File: src/core/bmc_pkg.sv
// Shared constants and types for the basic mode control register block.
package bmc_pkg;

	localparam int ADDR_W = 5;
	localparam int DATA_W = 16;

	localparam logic [ADDR_W-1:0] BASIC_MODE_CONTROL_ADDR = 5'h00;

	localparam int SPEED_BIT    = 13;
	localparam int AN_EN_BIT    = 12;
	localparam int RESTART_BIT  = 9;
	localparam int DUPLEX_BIT   = 8;
	localparam int COL_TEST_BIT = 7;

	localparam logic SPEED_RST    = 1'h1;
	localparam logic AN_EN_RST    = 1'h1;
	localparam logic RESTART_RST  = 1'h0;
	localparam logic DUPLEX_RST   = 1'h1;
	localparam logic COL_TEST_RST = 1'h0;

	localparam logic [DATA_W-1:0] READ_ZERO = 16'h0000;

	// Timing in picoseconds; cycle counts derive from the clock period.
	localparam int CLK_PERIOD_PS   = 5000;
	localparam int BIT_TIME_100_PS = 10000;
	localparam int COL_ON_BITS     = 512;
	localparam int COL_OFF_BITS    = 4;
	// Longest times round down; the fast rate is the tighter bound.
	localparam int COL_ON_CYC  = (COL_ON_BITS * BIT_TIME_100_PS)
		/ CLK_PERIOD_PS;
	localparam int COL_OFF_CYC = (COL_OFF_BITS * BIT_TIME_100_PS)
		/ CLK_PERIOD_PS;

	// Cycles after reset before the filtered strap level is trusted.
	localparam logic [2:0] STRAP_SETTLE = 3'h5;
	localparam logic [2:0] SETTLE_ONE   = 3'h1;

	typedef struct packed
	{
		logic speed_100;
		logic an_enable;
		logic restart;
		logic duplex_full;
		logic col_test;
	} ctrl_t;

	typedef struct packed
	{
		logic [ADDR_W-1:0] addr;
		logic [DATA_W-1:0] wdata;
		logic              wr;
		logic              rd;
	} reg_req_t;

	typedef enum
	{
		RESTART_IDLE,
		RESTART_PENDING
	} restart_state_t;

endpackage

File: src/core/pin_filter.sv
// Three-stage synchroniser that accepts a pin level once two stages agree.
`timescale 1ns/1ps
module pin_filter
(
	input  wire logic core_clk,
	input  wire logic rst,
	input  wire logic pin,
	output logic      level
);

	logic stage1;
	logic stage2;
	logic stage3;
	logic next_level;

	// The first stage feeds only the second, so a metastable value
	// never reaches the comparison.
	always_comb
	begin
		next_level = level;
		if (stage2 == stage3)
		begin
			next_level = stage3;
		end
	end

	always_ff @(posedge core_clk)
	begin
		if (rst)
		begin
			stage1 <= 1'h0;
			stage2 <= 1'h0;
			stage3 <= 1'h0;
			level  <= 1'h0;
		end
		else
		begin
			stage1 <= pin;
			stage2 <= stage1;
			stage3 <= stage2;
			level  <= next_level;
		end
	end

endmodule

File: src/core/basic_mode_control.sv
// Basic mode control register: speed, negotiation enable, restart, duplex, collision test.
`timescale 1ns/1ps

module basic_mode_control
(
	input  wire logic              core_clk,
	input  wire logic              rst,
	input  wire bmc_pkg::reg_req_t req,
	output logic [15:0]            rdata,
	input  wire logic              duplex_strap,
	input  wire logic              mii_tx_en,
	output logic                   mii_col,
	input  wire logic              an_started,
	input  wire logic              an_negotiated_full,
	input  wire logic              an_negotiated_100,
	output logic                   an_restart,
	output logic                   an_enable,
	output logic                   link_full_duplex,
	output logic                   link_speed_100
);

	localparam int col_on_max  = bmc_pkg::COL_ON_CYC;
	localparam int col_off_max = bmc_pkg::COL_OFF_CYC;
	// The on limit is longer than a delay range may span, so a counter
	// measures it instead.
	localparam int col_wait_w  = $clog2(col_on_max + 1);
	localparam logic [col_wait_w-1:0] col_wait_lim =
		col_wait_w'(col_on_max);

	bmc_pkg::ctrl_t          ctrl;
	bmc_pkg::ctrl_t          next_ctrl;
	bmc_pkg::restart_state_t rstate;
	bmc_pkg::restart_state_t next_rstate;
	logic [15:0]             next_rdata;
	logic                    next_col;
	logic                    next_full;
	logic                    next_speed;
	logic [2:0]              settle;
	logic [2:0]              next_settle;
	logic                    strap_done;
	logic                    next_strap_done;
	logic                    duplex_written;
	logic                    next_duplex_written;
	logic                    tx_level;
	logic                    strap_level;
	logic                    ctrl_wr;
	logic                    ctrl_rd;
	logic                    restart_set;
	logic [col_wait_w-1:0]   col_wait;
	logic [col_wait_w-1:0]   next_col_wait;

	function automatic logic hits_ctrl(input logic [4:0] addr);
		hits_ctrl = (addr == bmc_pkg::BASIC_MODE_CONTROL_ADDR);
	endfunction

	// Unimplemented upper bits and bits 6 to 0 read as zero.
	function automatic logic [15:0] pack_word(input bmc_pkg::ctrl_t c);
		logic [15:0] w;
		w = bmc_pkg::READ_ZERO;
		w[bmc_pkg::SPEED_BIT]    = c.speed_100;
		w[bmc_pkg::AN_EN_BIT]    = c.an_enable;
		w[bmc_pkg::RESTART_BIT]  = c.restart;
		w[bmc_pkg::DUPLEX_BIT]   = c.duplex_full;
		w[bmc_pkg::COL_TEST_BIT] = c.col_test;
		pack_word = w;
	endfunction

	pin_filter u_tx_filter
	(
		.core_clk (core_clk),
		.rst      (rst),
		.pin      (mii_tx_en),
		.level    (tx_level)
	);

	pin_filter u_strap_filter
	(
		.core_clk (core_clk),
		.rst      (rst),
		.pin      (duplex_strap),
		.level    (strap_level)
	);

	assign ctrl_wr = req.wr && hits_ctrl(req.addr);
	assign ctrl_rd = req.rd && hits_ctrl(req.addr);
	// The enable written in the same access gates the restart request.
	assign restart_set = ctrl_wr && req.wdata[bmc_pkg::RESTART_BIT]
		&& req.wdata[bmc_pkg::AN_EN_BIT];

	// Restart tracking: a new request outranks the engine's start pulse,
	// so a restart asked for in that very cycle is not lost.
	always_comb
	begin
		next_rstate = rstate;
		case (rstate)
			bmc_pkg::RESTART_IDLE:
			begin
				if (restart_set)
				begin
					next_rstate = bmc_pkg::RESTART_PENDING;
				end
			end
			bmc_pkg::RESTART_PENDING:
			begin
				if (an_started && !restart_set)
				begin
					next_rstate = bmc_pkg::RESTART_IDLE;
				end
			end
			default:
			begin
				next_rstate = bmc_pkg::RESTART_IDLE;
			end
		endcase
	end

	always_ff @(posedge core_clk)
	begin
		if (rst)
		begin
			rstate <= bmc_pkg::RESTART_IDLE;
		end
		else
		begin
			rstate <= next_rstate;
		end
	end

	// Control bits. A written 0 on bit 9 never reaches the restart state.
	always_comb
	begin
		next_ctrl = ctrl;
		next_duplex_written = duplex_written;
		if (ctrl_wr)
		begin
			next_ctrl.speed_100   = req.wdata[bmc_pkg::SPEED_BIT];
			next_ctrl.an_enable   = req.wdata[bmc_pkg::AN_EN_BIT];
			next_ctrl.duplex_full = req.wdata[bmc_pkg::DUPLEX_BIT];
			next_ctrl.col_test    = req.wdata[bmc_pkg::COL_TEST_BIT];
			next_duplex_written   = 1'h1;
		end
		else if (!strap_done && settle == bmc_pkg::STRAP_SETTLE
			&& !duplex_written)
		begin
			next_ctrl.duplex_full = strap_level;
		end
		next_ctrl.restart = (next_rstate == bmc_pkg::RESTART_PENDING);
	end

	// The strap is taken once, a few cycles after reset release, so the
	// filter has settled; an earlier software write keeps its value.
	always_comb
	begin
		next_settle = settle;
		next_strap_done = strap_done;
		if (!strap_done)
		begin
			if (settle == bmc_pkg::STRAP_SETTLE)
			begin
				next_strap_done = 1'h1;
			end
			else
			begin
				next_settle = settle + bmc_pkg::SETTLE_ONE;
			end
		end
	end

	always_ff @(posedge core_clk)
	begin
		if (rst)
		begin
			ctrl.speed_100   <= bmc_pkg::SPEED_RST;
			ctrl.an_enable   <= bmc_pkg::AN_EN_RST;
			ctrl.restart     <= bmc_pkg::RESTART_RST;
			ctrl.duplex_full <= bmc_pkg::DUPLEX_RST;
			ctrl.col_test    <= bmc_pkg::COL_TEST_RST;
			duplex_written   <= 1'h0;
			settle           <= 3'h0;
			strap_done       <= 1'h0;
		end
		else
		begin
			ctrl           <= next_ctrl;
			duplex_written <= next_duplex_written;
			settle         <= next_settle;
			strap_done     <= next_strap_done;
		end
	end

	// Read data stand only in the cycle after the strobe.
	always_comb
	begin
		next_rdata = bmc_pkg::READ_ZERO;
		if (ctrl_rd)
		begin
			next_rdata = pack_word(ctrl);
		end
	end

	// Collision test follows the filtered transmit enable; a few cycles of
	// filter delay sit inside both limits at either line rate.
	always_comb
	begin
		next_col = ctrl.col_test && tx_level;
	end

	// Negotiation results win while it is enabled.
	always_comb
	begin
		if (ctrl.an_enable)
		begin
			next_full  = an_negotiated_full;
			next_speed = an_negotiated_100;
		end
		else
		begin
			next_full  = ctrl.duplex_full;
			next_speed = ctrl.speed_100;
		end
	end

	always_ff @(posedge core_clk)
	begin
		if (rst)
		begin
			rdata            <= bmc_pkg::READ_ZERO;
			mii_col          <= 1'h0;
			link_full_duplex <= bmc_pkg::DUPLEX_RST;
			link_speed_100   <= bmc_pkg::SPEED_RST;
		end
		else
		begin
			rdata            <= next_rdata;
			mii_col          <= next_col;
			link_full_duplex <= next_full;
			link_speed_100   <= next_speed;
		end
	end

	assign an_restart = ctrl.restart;
	assign an_enable  = ctrl.an_enable;

	// Cycles spent with transmit raised in test mode and no collision yet.
	always_comb
	begin
		next_col_wait = '0;
		if (!rst && ctrl.col_test && mii_tx_en && !mii_col)
		begin
			next_col_wait = col_wait + 1'h1;
		end
	end

	always_ff @(posedge core_clk)
	begin
		col_wait <= next_col_wait;
	end

	chk_restart_set: assert property
		(@(posedge core_clk) disable iff (rst)
		restart_set |=> an_restart)
		else $error("restart request not raised");

	chk_restart_ignored: assert property
		(@(posedge core_clk) disable iff (rst)
		ctrl_wr && !req.wdata[bmc_pkg::AN_EN_BIT] && !an_restart
		|=> !an_restart)
		else $error("restart taken while negotiation disabled");

	chk_restart_hold: assert property
		(@(posedge core_clk) disable iff (rst)
		an_restart && !an_started |=> an_restart)
		else $error("restart bit cleared before start");

	chk_restart_clear: assert property
		(@(posedge core_clk) disable iff (rst)
		an_restart && an_started && !restart_set |=> !an_restart)
		else $error("restart bit not self cleared");

	chk_zero_write_kept: assert property
		(@(posedge core_clk) disable iff (rst)
		an_restart && ctrl_wr && !req.wdata[bmc_pkg::RESTART_BIT]
		&& !an_started |=> an_restart)
		else $error("written zero cancelled a restart");

	chk_duplex_forced: assert property
		(@(posedge core_clk) disable iff (rst)
		!ctrl.an_enable |=> link_full_duplex == $past(ctrl.duplex_full))
		else $error("forced duplex not applied");

	chk_col_rise: assert property
		(@(posedge core_clk) disable iff (rst)
		(mii_tx_en && ctrl.col_test)[*6] |-> mii_col)
		else $error("collision not raised in test mode");

	chk_col_latency: assert property
		(@(posedge core_clk) disable iff (rst)
		col_wait < col_wait_lim)
		else $error("collision too late");

	chk_col_fall: assert property
		(@(posedge core_clk) disable iff (rst)
		$fell(tx_level) |-> ##[1:col_off_max] !mii_col)
		else $error("collision not dropped in time");

	chk_reserved_zero: assert property
		(@(posedge core_clk) disable iff (rst)
		req.rd |=> rdata[6:0] == 7'h00)
		else $error("reserved bits read nonzero");

	chk_reset_values: assert property
		(@(posedge core_clk) disable iff (rst)
		$past(rst) |-> !an_restart && !ctrl.col_test && !mii_col)
		else $error("reset values wrong");

	chk_an_overrides: assert property
		(@(posedge core_clk) disable iff (rst)
		ctrl.an_enable |=> link_speed_100 == $past(an_negotiated_100)
		&& link_full_duplex == $past(an_negotiated_full))
		else $error("negotiation result not used");

	chk_read_word: assert property
		(@(posedge core_clk) disable iff (rst)
		ctrl_rd |=> rdata == pack_word($past(ctrl)))
		else $error("register read mismatch");

endmodule

File: config.mk
export PLATFORM = sky130hd
export DESIGN_NAME = basic_mode_control
export DESIGN_NICKNAME = d
export VERILOG_FILES = /design/src/core/bmc_pkg.sv /design/src/core/pin_filter.sv /design/src/core/basic_mode_control.sv
export SDC_FILE = /design/constraint.sdc
export NUM_CORES = 1
export LEC_CHECK = 0
export BUFFER_PORTS_ARGS = -buffer_cell sky130_fd_sc_hd__buf_4
export CAP_MARGIN = 5
export CORE_MARGIN = 2
export CORE_UTILIZATION = 49
export CTS_CLUSTER_SIZE = 12
export DETAILED_ROUTE_END_ITERATION = 7
export MAX_ROUTING_LAYER = met4
export PLACE_DENSITY = 0.76
export SLEW_MARGIN = 20
export SYNTH_ARGS = -nofsm -noshare
export SYNTH_HDL_FRONTEND = slang
export SYNTH_SLANG_ARGS = --single-unit
File: constraint.sdc
create_clock -name core_clk -period 1.8 [get_ports core_clk]
set_input_delay 0.45 -clock core_clk [delete_from_list [all_inputs] [get_ports core_clk]]
set_output_delay 0.45 -clock core_clk [all_outputs]
set_load 0.01 [all_outputs]
==> summary.md <==
| Metric | Value |
|---|---|
| RSZ-0062 raised after global routing | `false` |
| Worst reg-to-reg path cell count | `4` |
| Initial Util | `0.5129` |
| Gr ovfl total | `0` |
| Min-delay src | `duplex_strap` |
| Setup TNS | `0 ns` |
| Crit path kind | `reg -> out` |
| Final net count | `242` |
| Vias in the first global route | `between 1,000 and 1,500` |
| Seq pwr share | `0.608` |
| Layout cell share with drive strength beyond 1 | `0.2150` |
| Clk sinks | `between 50 and 60` |
| Inserted Diodes | `0` |
| Maximum fanout along the worst path | `7` |
| Largest net degree at the start of global routing | `24` |
| Final setup vio count | `0` |
| Pwr Density | `1033 nW/µm²` |
| Initial DRC Count | `16` |
| Die ar. | `approximately 4000 µm²` |
| Drt first pass iters | `4` |
| CP cell instances | `buf_4` |
| Post-Route Skew | `0.006652 ns` |
| Slowest cell delay on critical path | `approximately 0.45 ns` |
| # resized after CTS | `0` |
| Post CTS Setup Buffer Count | `0` |
| Final Power | `2.245 mW` |
| Overall Global Routing Usage | `0.1659` |
| DRT antenna net count | `0` |
| CTS root buf | `clkbuf_4` |
| Synth async-reset ratio | `0` |
| Seq cells post-synth | `58` |
| Final WS setup | `0.3640 ns` |
| WP data arrival | `0.99 ns` |
| Io pins | `51` |
| Comb pwr share | `0.055` |
| Unique masters post-synth | `28` |
| Flop2flop setup slack | `0.46 ns` |
| EDFF count, synth | `0` |
| CTS tree | `done` |
| Util after Layout | `0.6513` |
| CP Capture Type | `output port` |
| Status | `finished, final reports clean` |
| Highest clock rate | `slightly below 700 MHz` |
| Leakage power | `0.9629 nW` |
| Cell internal pwr | `1.756 mW` |
| Core area | `3337 µm²` |
| Worst EP required | `1.35 ns` |
| Critical Path Source Type | `flip-flop` |
| Cells after Synth | `141` |
| Max-Cap Viols | `0` |
| Clock Latency Late Sink | `between 0.3 and 0.4 ns` |
| Die width | `63.10 µm` |
| DP HPWL | `1909 µm` |
| Hold Crit Class | `in -> reg` |
| CTS Hold Buffers Added | `0` |
| Maximum vdd ir drop | `0.0006202 V` |
| P&R area growth vs syn | `26.97%` |
| Worst R2R End | `ctrl[1]` |
| Avg Cell Area, Syn | `12.14 µm²` |
| Ys flop type | `dfxtp_1` |
| Mapped cell area | `1712 µm²` |
| PortBufs | `28` |
| Dpl ws | `0.07776 ns` |
| Total CTS buffers | `9` |
| Detailed Route WL | `2567 µm` |
| Site Rows | `21` |
| Worst path buffer plus inverter count | `1` |
| Worst R2R Start | `settle[0]` |
| Worst hold stages | `2` |
| Ys Warns | `0` |
| Die H | `between 60 and 70 µm` |
| Vias | `1,097` |
| Delay-heaviest family, CP | `flip-flops` |
| Net Sw Frac | `0.2180` |
| DRC viols | `0` |
| Clock share of power | `0.336` |
| Final period util | `0.7978` |
| WL per Instance | `9.873 µm` |
| Final Hold Vio Count | `0` |
| Routability cong. | `0.7670` |
| Global-route wire length before repair | `4740 µm` |
| CP max stage cell | `dfxtp_1` |
| Fin crit period | `1.436 ns` |
| CTS clk-pin slew, worst paths | `0.09 ns` |
| Register area share after synthesis | `0.6784` |
| WHS Endpoint | `u_strap_filter.stage1` |
| Clock tree buffer depth | `2` |
| Via density | `4.219` |
| Number of H-tree levels | `3` |
| Net Sw Power | `489.3 µW` |
| Pins Over Slew Limit | `0` |
| Initial antenna violation count | `0` |
[metal layers]
metal  wire [µm]  part of all wire  GRT usage  vias up
li1            -                 -          -      573
met1        1081              0.42     0.1838      479
met2        1208              0.47     0.2473       41
met3         230             0.090    0.07679        4
met4          46             0.018    0.09167        0
met5           0                 0          -        -
[through the flow]
| stage | cells | instance area, µm² | hold slack (ns) |
|---|---|---|---|
| finish | 260 | 2173 | 0.2879 |
| global route | 260 | 2173 | 0.2667 |
| CTS | 260 | 2173 | 0.2667 |
| detailed placement | 245 | 2058 | 0.4326 |
| global placement | 245 | 2058 | 0.4190 |
| floorplan | 182 | 1866 | 0.4138 |
[power by group through the flow]
stage	Sequential [mW]	Clock [mW]	Combinational (mW)
2_1_floorplan	1.39	0	0.0857
3_3_place_gp	1.39	0	0.116
3_5_place_dp	1.40	0	0.122
4_1_cts	1.37	0.783	0.123
5_1_grt	1.38	0.857	0.142
6_report	1.37	0.755	0.124
[worst max path at each step]
stage | startpoint | endpoint | depth (start not counted)
global route | an_enable | an_enable | 1
finish | an_enable | an_enable | 1
floorplan | req[18] | rdata[12] | 3
detailed placement | req[18] | rdata[12] | 4
CTS | an_enable | an_enable | 1
global placement | req[18] | rdata[7] | 4
[worst reg2reg max path: cells and delay by family (launching register included)]
family | cells | cell delay, ns
flip-flops | 1 | 0.38
AND/OR/NAND/NOR | 1 | 0.36
multiplexers | 1 | 0.22
adder cells (fa/ha/maj) | 1 | 0.20
AO/OA/AOI/OAI | 1 | 0.07
[kinds of logic after synthesis]
group	after synthesis	share of synthesized area
multiplexers	1	0.005848
AND/OR/NAND/NOR	46	0.1696
XOR/XNOR	1	0.005118
buffers and inverters	15	0.05702
adder cells (fa/ha/maj)	2	0.01462
AO/OA/AOI/OAI	17	0.06725
other	1	0.002191
flip-flops	58	0.6784
[layout by cell type (no fill, tap or decap), types with 2 or more instances in the layout]
cell and n:
inv_1 2, nor2b_1 9, nor4_1 8, nand4_1 2, nor2_1 7, ha_1 2, o21ai_0 2, nand2_1 4
and2_1 5, nor4bb_1 2, clkbuf_1 2, clkbuf_4 9, clkbuf_8 2, nor3_1 3, dfxtp_1 58, conb_1 42
a21oi_1 7, and3_1 2, a211o_1 4, buf_4 30
[synth_stat cells (2+ instances only)]
cell      count  area (µm²)
inv_1         2       7.510
nor4_1        8       50.05
o21ai_0       2       10.01
buf_4        11       82.58
nor2b_1       9       56.30
clkbuf_1      2       7.510
nand4_1       2       12.51
ha_1          2       25.02
and2_1        5       31.28
a211o_1       4       35.03
and3_1        2       12.51
a21oi_1       7       35.03
nor3_1        3       15.01
nand2_1       4       15.01
nor4bb_1      2       20.02
dfxtp_1      58        1161
nor2_1        7       26.28
[cell type report]
cell class,instances,area [µm²]
clock buffers,13,102.6
multi-input cells,109,606.8
repair buffers,30,225.2
fillers,279,1164
well taps,46,57.56
flip-flops and latches,58,1161
inverters,2,7.507
clock inverters,2,12.51
[sequential cells by signal, summed over array words and instances (netlist names), 3 cells and up]
register / cells
rstate: 32
rdata: 5
ctrl: 3
settle: 3
(Power assumes the default switching activity.)
